===== config.mk =====
export PLATFORM = sky130hd
export DESIGN_NAME = iocrp_core
export DESIGN_NICKNAME = d
export VERILOG_FILES = /design/src/logic/iocrp_pkg.sv /design/src/logic/iocrp_core.sv /design/src/logic/iocrp_store.sv
export VERILOG_INCLUDE_DIRS = /design/src /design/src/logic
export SDC_FILE = /design/constraint.sdc
export NUM_CORES = 1
export LEC_CHECK = 0
export BUFFER_PORTS_ARGS = -buffer_cell sky130_fd_sc_hd__buf_2
export CAP_MARGIN = 20
export CORE_MARGIN = 5
export CORE_UTILIZATION = 49
export DETAILED_ROUTE_END_ITERATION = 6
export PLACE_DENSITY_LB_ADDON = 0.2
export SYNTH_ARGS = -nofsm -noshare
export SYNTH_HDL_FRONTEND = slang
export SYNTH_HIERARCHICAL = 1
export SYNTH_SLANG_ARGS = --single-unit

===== constraint.sdc =====
create_clock -name clk -period 3.05 [get_ports clk]
set_clock_uncertainty 0.15 [all_clocks]
set_input_delay 0.915 -clock clk [delete_from_list [all_inputs] [get_ports clk]]
set_output_delay 0.915 -clock clk [all_outputs]
set_load 0.01 [all_outputs]

===== src/logic/iocrp_regs.svh =====
// Register offsets, field positions and reset values of the I/O cell
`ifndef IOCRP_REGS_SVH
`define IOCRP_REGS_SVH

`define IOCRP_ADDR_W        4
`define IOCRP_OFS_CTRL      4'h0
`define IOCRP_OFS_STATUS    4'h4
`define IOCRP_OFS_INIT      4'h8
`define IOCRP_CTRL_RST      32'h0000_0000

// CTRL fields
`define IOCRP_C_VARIANT     0
`define IOCRP_C_INMODE_LO   1
`define IOCRP_C_INMODE_HI   2
`define IOCRP_C_INCLKINV    3
`define IOCRP_C_OUTCLKINV   4
`define IOCRP_C_CAPCLKINV   5
`define IOCRP_C_DLY_LO      6
`define IOCRP_C_DLY_HI      7
`define IOCRP_C_SKIPDLY     8
`define IOCRP_C_ROUTEA      9
`define IOCRP_C_ROUTEB      10
`define IOCRP_C_OUTINV      11
`define IOCRP_C_OUTREG      12
`define IOCRP_C_ECSKIPIN    13
`define IOCRP_C_ECSKIPOUT   14
`define IOCRP_C_INSET       15
`define IOCRP_C_OUTSET      16
`define IOCRP_C_ECFLOAT     17
`define IOCRP_C_HIZFLOAT    18
`define IOCRP_C_FN_LO       19
`define IOCRP_C_FN_HI       21
`define IOCRP_C_FNINVA      22
`define IOCRP_C_FNINVF      23
`define IOCRP_CTRL_MASK     32'h00FF_FFFF

// STATUS fields
`define IOCRP_S_PADIN       0
`define IOCRP_S_CAPQ        1
`define IOCRP_S_INQ         2
`define IOCRP_S_OUTQ        3
`define IOCRP_S_ROUTEA      4
`define IOCRP_S_ROUTEB      5
`define IOCRP_S_PADOUT      6
`define IOCRP_S_PADOEN      7

// INIT fields
`define IOCRP_I_PULSE       0

// Input delay taps of the larger variant
`define IOCRP_TAPS          2

`endif


===== src/logic/iocrp_pkg.sv =====
// Types shared by the I/O cell register path
package iocrp_pkg;

    typedef enum logic [1:0] {
        IN_FLOP,
        IN_LATCH,
        IN_CAP_FLOP,
        IN_CAP_LATCH
    } iocrp_inmode_t;

    typedef enum logic [1:0] {
        DLY_FULL,
        DLY_PART,
        DLY_NONE,
        DLY_NONE_ALT
    } iocrp_delay_t;

    typedef enum logic [2:0] {
        FN_PASS,
        FN_AND,
        FN_OR,
        FN_XOR,
        FN_MUX,
        FN_RSV5,
        FN_RSV6,
        FN_RSV7
    } iocrp_func_t;

    typedef struct packed {
        logic          lowVolt;
        iocrp_inmode_t inMode;
        logic          inClkInv;
        logic          outClkInv;
        logic          capClkInv;
        iocrp_delay_t  delaySel;
        logic          skipInputDelay;
        logic          routeASel;
        logic          routeBSel;
        logic          outInv;
        logic          outReg;
        logic          ecSkipIn;
        logic          ecSkipOut;
        logic          inSet;
        logic          outSet;
        logic          ecFloat;
        logic          hizFloat;
        iocrp_func_t   func;
        logic          fnInvA;
        logic          fnInvF;
    } iocrp_cfg_t;

    typedef struct packed {
        logic clk;
        logic en;
        logic init;
        logic initVal;
        logic latchMode;
        logic d;
    } iocrp_store_in_t;

endpackage


===== src/logic/iocrp_core.sv =====
// I/O cell register path with AHB-Lite configuration slave
// How it works
// - Input element is a rising-edge flop or high-transparent latch, clock invertible.
// - Init loads the configured value; low clock enable holds the element.
// - Storage elements reset to zero; init loads one only when set is selected.
// - An unconnected clock enable counts as high.
// - Flop mode captures only on the rising edge, otherwise holds.
// - Input delay: one tap default, or full, partial, none; skip removes it.
// - Each routing output picks direct pad input or the stored value.
// - Fast-capture latch runs on the output clock, not the input clock.
// - Capture latch is transparent low and feeds the input flop or latch.
// - Every clock of the fast-capture path is invertible inside the cell.
// - Output may be inverted, then sent direct or through the output flop.
// - Output flop inits, captures on rising edge; high-impedance request floats pad.
// - Low-voltage variant offers pass, AND, OR, XOR with optional inverted inputs.
// - In multiplexer mode the output clock selects between two outputs.
// - Function mode takes its critical operand through the output clock pin.
// - Input and output elements have separate, independently invertible clocks.
// - One clock enable, applied to input, output or both by configuration.
// - No user set or reset; reset clears to zero, init value serves the init pulse.
`include "iocrp_regs.svh"

module iocrp_core
    import iocrp_pkg::*;
(
    // Clock and reset
    input  wire logic        clk,
    input  wire logic        rst,
    // AHB-Lite slave
    input  wire logic        hsel,
    input  wire logic [31:0] haddr,
    input  wire logic [1:0]  htrans,
    input  wire logic        hwrite,
    input  wire logic [2:0]  hsize,
    input  wire logic [31:0] hwdata,
    input  wire logic        hready,
    output logic             hreadyout,
    output logic             hresp,
    output logic [31:0]      hrdata,
    // Pad
    input  wire logic        padIn,
    output logic             padOut,
    output logic             padOutEn_n,
    // Fabric side
    input  wire logic        outData,
    input  wire logic        outDataB,
    input  wire logic        inputCaptureClock,
    input  wire logic        outputClock,
    input  wire logic        clockEnable,
    input  wire logic        hizReq,
    input  wire logic        globalInit,
    output logic             routeOutA,
    output logic             routeOutB
);

    // ---------------- Bus slave ----------------
    logic [31:0] ctrl;
    logic        wrPend;
    logic [`IOCRP_ADDR_W-1:0] wrAddr;
    logic        swInit;

    wire addrPhase = hsel & hready & htrans[1];
    wire [`IOCRP_ADDR_W-1:0] decAddr = haddr[`IOCRP_ADDR_W-1:0];
    wire mappedWord = (haddr[31:`IOCRP_ADDR_W] == '0);
    wire wrCtrl = wrPend & (wrAddr == `IOCRP_OFS_CTRL);
    wire wrInit = wrPend & (wrAddr == `IOCRP_OFS_INIT);
    wire [31:0] statusWord;
    wire [31:0] next_hrdata =
        !mappedWord                        ? 32'h0000_0000 :
        (decAddr == `IOCRP_OFS_CTRL)       ? ctrl :
        (decAddr == `IOCRP_OFS_STATUS)     ? statusWord :
        32'h0000_0000;

    // Zero wait states; unmapped reads return zero, writes are dropped
    assign hreadyout = 1'b1;
    assign hresp     = 1'b0;

    always_ff @(posedge clk or posedge rst) begin
        if (rst) begin
            wrPend <= 1'b0;
            wrAddr <= `IOCRP_OFS_CTRL;
        end else begin
            wrPend <= addrPhase & hwrite & mappedWord;
            wrAddr <= decAddr;
        end
    end

    always_ff @(posedge clk or posedge rst) begin
        if (rst) begin
            hrdata <= 32'h0000_0000;
        end else if (addrPhase & ~hwrite) begin
            hrdata <= next_hrdata;
        end
    end

    // static settings
    // Fields take effect at once; software should write only while idle.
    always_ff @(posedge clk or posedge rst) begin
        if (rst) begin
            ctrl <= `IOCRP_CTRL_RST;
        end else if (wrCtrl) begin
            ctrl <= hwdata & `IOCRP_CTRL_MASK;
        end
    end

    always_ff @(posedge clk or posedge rst) begin
        if (rst) begin
            swInit <= 1'b0;
        end else begin
            swInit <= wrInit & hwdata[`IOCRP_I_PULSE];
        end
    end

    // ---------------- Configuration decode ----------------
    iocrp_cfg_t cfg;
    assign cfg.lowVolt        = ctrl[`IOCRP_C_VARIANT];
    assign cfg.inMode         = iocrp_inmode_t'(ctrl[`IOCRP_C_INMODE_HI:`IOCRP_C_INMODE_LO]);
    assign cfg.inClkInv       = ctrl[`IOCRP_C_INCLKINV];
    assign cfg.outClkInv      = ctrl[`IOCRP_C_OUTCLKINV];
    assign cfg.capClkInv      = ctrl[`IOCRP_C_CAPCLKINV];
    assign cfg.delaySel       = iocrp_delay_t'(ctrl[`IOCRP_C_DLY_HI:`IOCRP_C_DLY_LO]);
    assign cfg.skipInputDelay = ctrl[`IOCRP_C_SKIPDLY];
    assign cfg.routeASel      = ctrl[`IOCRP_C_ROUTEA];
    assign cfg.routeBSel      = ctrl[`IOCRP_C_ROUTEB];
    assign cfg.outInv         = ctrl[`IOCRP_C_OUTINV];
    assign cfg.outReg         = ctrl[`IOCRP_C_OUTREG];
    assign cfg.ecSkipIn       = ctrl[`IOCRP_C_ECSKIPIN];
    assign cfg.ecSkipOut      = ctrl[`IOCRP_C_ECSKIPOUT];
    assign cfg.inSet          = ctrl[`IOCRP_C_INSET];
    assign cfg.outSet         = ctrl[`IOCRP_C_OUTSET];
    assign cfg.ecFloat        = ctrl[`IOCRP_C_ECFLOAT];
    assign cfg.hizFloat       = ctrl[`IOCRP_C_HIZFLOAT];
    assign cfg.func           = iocrp_func_t'(ctrl[`IOCRP_C_FN_HI:`IOCRP_C_FN_LO]);
    assign cfg.fnInvA         = ctrl[`IOCRP_C_FNINVA];
    assign cfg.fnInvF         = ctrl[`IOCRP_C_FNINVF];

    // ---------------- Shared controls ----------------
    // the global init pin or the software init pulse sets or clears the elements
    wire initPulse = globalInit | swInit;

    wire ecEff = cfg.ecFloat | clockEnable;

    // enable steered to input, output or both, never inverted
    wire inEn  = cfg.ecSkipIn | ecEff;
    wire outEn = cfg.ecSkipOut | ecEff;

    // separate clocks, each with its own inversion
    wire inClk  = inputCaptureClock ^ cfg.inClkInv;
    wire outClk = outputClock ^ cfg.outClkInv;

    // ---------------- Input delay ----------------
    logic [`IOCRP_TAPS-1:0] tap;

    // delay taps modelled as clk stages
    genvar gi;
    generate
        for (gi = 0; gi < `IOCRP_TAPS; gi = gi + 1) begin : g_tap
            always_ff @(posedge clk or posedge rst) begin
                if (rst) begin
                    tap[gi] <= 1'b0;
                end else begin
                    tap[gi] <= (gi == 0) ? padIn : tap[(gi == 0) ? 0 : gi - 1];
                end
            end
        end
    endgenerate

    // one tap on the 5 V variant, full/partial/none on the 3.3 V one
    wire lvDelayed = (cfg.delaySel == DLY_FULL) ? tap[`IOCRP_TAPS-1] :
                     (cfg.delaySel == DLY_PART) ? tap[0] : padIn;
    wire hvDelayed = tap[0];
    wire padDelayed = cfg.skipInputDelay ? padIn :
                      (cfg.lowVolt ? lvDelayed : hvDelayed);

    // ---------------- Fast-capture latch ----------------
    // capture latch clocked from the output clock pin
    // its clock has a private inverter
    // transparent while its clock is low
    wire capClkLow = ~(outputClock ^ cfg.capClkInv);
    wire capUsed = cfg.lowVolt &
                   ((cfg.inMode == IN_CAP_FLOP) | (cfg.inMode == IN_CAP_LATCH));
    iocrp_store_in_t capCtl;
    logic            capQ;

    // init value applies to the capture stage as well
    assign capCtl.clk       = capClkLow;
    assign capCtl.en        = 1'b1;
    assign capCtl.init      = initPulse;
    assign capCtl.initVal   = cfg.inSet;
    assign capCtl.latchMode = 1'b1;
    assign capCtl.d         = padDelayed;

    iocrp_store u_capture (
        .clk (clk),
        .rst (rst),
        .ctl (capCtl),
        .q   (capQ)
    );

    // ---------------- Input storage element ----------------
    // flop or latch chosen per mode; capture modes need the 3.3 V variant
    // after the capture latch comes a flop or a high-transparent latch
    wire inLatch = (cfg.inMode == IN_LATCH) | (cfg.inMode == IN_CAP_LATCH);
    iocrp_store_in_t inCtl;
    logic            inQ;

    // init value loads regardless of clock, enable or data
    assign inCtl.clk       = inClk;
    assign inCtl.en        = inEn;
    assign inCtl.init      = initPulse;
    assign inCtl.initVal   = cfg.inSet;
    // edge mode captures on the rising edge only
    assign inCtl.latchMode = inLatch;
    assign inCtl.d         = capUsed ? capQ : padDelayed;

    iocrp_store u_input (
        .clk (clk),
        .rst (rst),
        .ctl (inCtl),
        .q   (inQ)
    );

    // each routing output picks direct or stored input
    wire next_routeA = cfg.routeASel ? inQ : padIn;
    wire next_routeB = cfg.routeBSel ? inQ : padIn;

    always_ff @(posedge clk or posedge rst) begin
        if (rst) begin
            routeOutA <= 1'b0;
            routeOutB <= 1'b0;
        end else begin
            routeOutA <= next_routeA;
            routeOutB <= next_routeB;
        end
    end

    // ---------------- Output path ----------------
    // optional inversion before the flop or the buffer
    wire outSrc = outData ^ cfg.outInv;
    iocrp_store_in_t outCtl;
    logic            outQ;

    // init, rising-edge capture when enabled, hold otherwise
    assign outCtl.clk       = outClk;
    assign outCtl.en        = outEn;
    assign outCtl.init      = initPulse;
    assign outCtl.initVal   = cfg.outSet;
    assign outCtl.latchMode = 1'b0;
    assign outCtl.d         = outSrc;

    iocrp_store u_output (
        .clk (clk),
        .rst (rst),
        .ctl (outCtl),
        .q   (outQ)
    );

    wire outPath = cfg.outReg ? outQ : outSrc;

    // critical operand is the output clock pin
    wire fnA = outPath ^ cfg.fnInvA;
    wire fnF = outputClock ^ cfg.fnInvF;
    logic fnOut;

    // function of fnA and fnF; in mux mode the output clock selects between the two outputs
    always_comb begin
        case (cfg.func)
            FN_PASS: fnOut = fnA;
            FN_AND:  fnOut = fnA & fnF;
            FN_OR:   fnOut = fnA | fnF;
            FN_XOR:  fnOut = fnA ^ fnF;
            FN_MUX:  fnOut = outputClock ? outDataB : outPath;
            default: fnOut = fnA;
        endcase
    end

    // The 5 V variant has no function element in its output path
    wire next_padOut = cfg.lowVolt ? fnOut : outPath;

    // open hiz request counts as low
    wire hizEff = ~cfg.hizFloat & hizReq;

    always_ff @(posedge clk or posedge rst) begin
        if (rst) begin
            padOut     <= 1'b0;
            padOutEn_n <= 1'b1;
        end else begin
            padOut     <= next_padOut;
            padOutEn_n <= hizEff;
        end
    end

    // ---------------- Status ----------------
    assign statusWord = {24'h000000,
                         padOutEn_n, padOut, routeOutB, routeOutA,
                         outQ, inQ, capQ, padIn};

    // hsize is accepted as word only; narrower sizes act as word access
    wire unusedSize = ^hsize;

endmodule


===== src/logic/iocrp_store.sv =====
// One storage element: edge flip-flop or level latch, sampled on clk
`include "iocrp_regs.svh"

module iocrp_store
    import iocrp_pkg::*;
(
    // Clock and reset
    input  wire logic            clk,
    input  wire logic            rst,
    // Element controls
    input  wire iocrp_store_in_t ctl,
    // Stored value
    output logic                 q
);

    logic prevClk;
    wire  rise   = ctl.clk & ~prevClk;
    wire  loadEn = ctl.en & (ctl.latchMode ? ctl.clk : rise);

    always_ff @(posedge clk or posedge rst) begin
        if (rst) begin
            prevClk <= 1'b0;
        end else begin
            prevClk <= ctl.clk;
        end
    end

    // Init wins over clock and enable
    always_ff @(posedge clk or posedge rst) begin
        if (rst) begin
            q <= 1'b0;
        end else if (ctl.init) begin
            q <= ctl.initVal;
        end else if (loadEn) begin
            q <= ctl.d;
        end
    end

endmodule


==> out/metrics.cfg <==
[outcome]
status=completed

[finish]
areaGrowthSynthToFinish_pct=23.55
final_util_pct=61.97
post_route_cells_drive_above_1_share_pct=45.89
n_antenna_cell=0
n_fill_cell=548
finalNetCount=457

[synth]
synth.area.top_cells=sky130_fd_sc_hd__dfrtp_1, sky130_fd_sc_hd__mux2_2, sky130_fd_sc_hd__o21ai_2
share_of_the_synthesized_area_in_compound_gates_ao_oa_aoi_oai_pct=8.495
mux_cell_area_share_after_synthesis_pct=12.80
synth.avg_cell_area_um2=11.73
synth_fa_ha_area_share_pct=0.7902
yosysTopAreaCell=sky130_fd_sc_hd__dfrtp_1
post_synth_inst_count=270
synth_enable_flop_cells=0
synth_simple_gate_area_share_pct=17.98
syn-cell-area_mm2=0.003167
synth_top_family_by_area=simple AND/OR/NAND/NOR gates
synthesized_flop_and_latch_total=66
yosysSeqAreaShare_pct=52.19
yosysTopAreaCellShare_pct=51.36
async_reset_ff_share_pct=100.0
synth-xor-area-share_pct=1.936
synth_top_flop_cell=sky130_fd_sc_hd__dfrtp_1
ys.warnings.count=6
yosys.cell_types.count=42

[setup_path]
critical_path_class=input pin to register
timing.critical_path.arrival_ps=2710
worst_r2r_endpoint=padOut
timing.critical_path.to_type=register
worst_path_max_delay_cell=sky130_fd_sc_hd__or4b_2
timing.rr.start=ctrl[11]
rrSetupSlack_ps=640
crit_path_start_kind=input pin
cp_cell_sequence=buf_2 -> xor2_1 -> mux2i_4 -> xor2_1 -> inv_1 -> ha_1 -> or4b_2 -> nand3_1 -> a221oi_1
crit_required_ps=3090
r2r.worst_path.cells=8
timing.critical_path.mode_cell=sky130_fd_sc_hd__xor2_1
end_point_of_the_critical_path=padOut
max_stage_delay_ps=600
timing.critical_path.from=outData
worstPathMaxFanout=3

[routing]
dr_wl_cell_um=14.52
drt-pass1-iter-count=4
routed_via_density=5.018
totalWireLength_mm=6.590
vias=2278
detail-route-antenna-nets=0
detail_route.drc_violations=0
dr.first_iter.drc_count=45

[timing]
period_minus_slack_ps=2663
slew_at_the_pin_with_the_worst_max_slew_slack_ps=544.0
relSlewSlack_pct=63.68
number_of_max_slew_violations_in_the_final_report=0
finalSetupViolCount=0
hold_violations=0
fin_setup_tns_ps=0
max_freq_mhz=375.5
rsz0062_at_grt=no
worst_hold_slack_ps=239.4
finalCritPeriodShare_pct=87.32

[power]
power_density_mw_per_mm2=463.4
p_leak_nw=2.024
irDropWorstVdd_uv=299.3
power.total_mw=1.813

[job]
maxCapViolations=0

[global_route]
grtUsageTotal_pct=17.45
grt.met2_usage_pct=26.28
number_of_global_route_vias_before_repair=2454
met3_usage_pct=5.333
grt_antenna_before_repair=0
grt_pass1_wl_mm=11.50
grt.met1_usage_pct=22.22
grt_busiest_layer=met2
grt_max_degree=36
grt_overflow=0

[placed_design]
portBuffers=97
place.gp.congestion=0.8093
dp_hpwl_mm=5.009

[clock_tree]
tritoncts.num_buffers=9
root_buffer=sky130_fd_sc_hd__clkbuf_8
clk_transition_reported_paths_ps=70
post_cts.resized_instances=0
clock_tree_from_tritoncts=yes
clock_latency_ps=330
postCtsHoldBufs=0
cts.sink_count=66
cts.path.max_buffers=2
post-cts-setup-buffer-count=0
h-tree-depth=3

[floorplan]
die-area_mm2=0.008170
chipWidth_um=90.39
fp.dieH_um=90.39
effective_utilization_at_floorplan_pct=50.16
fp.coreArea_mm2=0.006314
io_pins=120
floorplan.rows=29

[worst_hold_path]
number_of_instances_on_the_worst_hold_path=0
holdCritPathClass=register to register

==> worst min-delay path by stage <==
stage / start / endpoint / slack [ps]
after global routing: hvDelayed / tap[1] / 260
after detailed placement: hvDelayed / tap[1] / 230
after floorplan: hvDelayed / tap[1] / 220
after CTS: hvDelayed / tap[1] / 240
after global placement: hvDelayed / tap[1] / 220
final: hvDelayed / tap[1] / 240
==> power by group <==
part	switching, mW	internal, mW
combinational	0.0691	0.0613
clock	0.301	0.485
sequential	0.00857	0.888
total	0.379	1.43
==> cell usage after synthesis (4+ instances only) <==
cell type and count:
sky130_fd_sc_hd__o21ai_0 8, sky130_fd_sc_hd__nor2b_1 5, sky130_fd_sc_hd__nor4_1 8, sky130_fd_sc_hd__o21ai_2 18
sky130_fd_sc_hd__buf_4 10, sky130_fd_sc_hd__nor2_1 6, sky130_fd_sc_hd__mux2_2 26, sky130_fd_sc_hd__clkbuf_1 5
sky130_fd_sc_hd__dfrtp_1 65, sky130_fd_sc_hd__inv_1 9, sky130_fd_sc_hd__a31oi_1 4, sky130_fd_sc_hd__mux2i_1 9
sky130_fd_sc_hd__nand2b_1 17, sky130_fd_sc_hd__xor2_1 6, sky130_fd_sc_hd__nand2_1 34, sky130_fd_sc_hd__buf_6 4
==> cells by family after synthesis <==
group,count (synthesis)
AND/OR/NAND/NOR,91
other,2
flip-flops,66
XOR/XNOR,7
buffers and inverters,29
adder cells (fa/ha/maj),2
AO/OA/AOI/OAI,37
multiplexers,36
==> layout by cell type (no fill, tap or decap), drive strengths merged <==
cell	n
a21boi	1
a21o	1
a21oi	1
a221oi	1
a31oi	4
and3	1
and4	1
buf	101
bufinv	1
clkbuf	14
conb	13
dfrtp	65
dfstp	1
ha	2
inv	9
mux2	26
mux2i	10
nand2	34
nand2b	17
nand3	2
nand3b	2
nand4	1
nand4b	2
nor2	6
nor2b	8
nor4	10
o21ai	28
o21bai	1
or2	1
or3	2
or3b	3
or4b	1
xnor2	1
xor2	6
==> stage by stage <==
stage	setup slack, ps	area (um^2)	instances
6_report	386.8	3913	454
5_1_grt	286.2	3913	454
4_1_cts	389.9	3913	454
3_5_place_dp	36.63	3690	439
3_3_place_gp	111.8	3690	439
2_1_floorplan	339.9	3208	281
==> registers in the layout, indices dropped and copies added, names as in the netlist <==
name and flops:
padOutEn_n 1, ctrl 24, hvDelayed 1, routeOutA 1, u_input/q 1, wrAddr 4, u_output/prevClk 1, routeOutB 1
u_input/prevClk 1, u_capture/prevClk 1, hrdata 24, padOut 1, tap 1, u_capture/q 1, swInit 1, u_output/q 1
wrPend 1
==> worst max-delay path, delay by kind of cell <==
kind                     cells  cell delay (ps)
adder cells (fa/ha/maj)      1              190
buffers and inverters        2              170
XOR/XNOR                     2              510
AND/OR/NAND/NOR              2              700
AO/OA/AOI/OAI                1               90
multiplexers                 1              130
==> area by class of cell <==
type | instances | area, um^2 | share of cell area, %
clock buffers | 14 | 192.7 | 4.925
flip-flops and latches | 66 | 1653 | 42.25
clock inverters | 1 | 30.03 | 0.7675
multi-input cells | 186 | 1379 | 35.24
repair buffers | 101 | 528.0 | 13.50
well taps | 77 | 96.34 | 2.462
inverters | 9 | 33.78 | 0.8634
==> per-layer routing <==
metal	up-vias	routed length (um)
met5	-	0
met4	0	208
met3	16	524
met2	85	2914
met1	1064	2941
li1	1113	-
(Power assumes the default switching activity.)
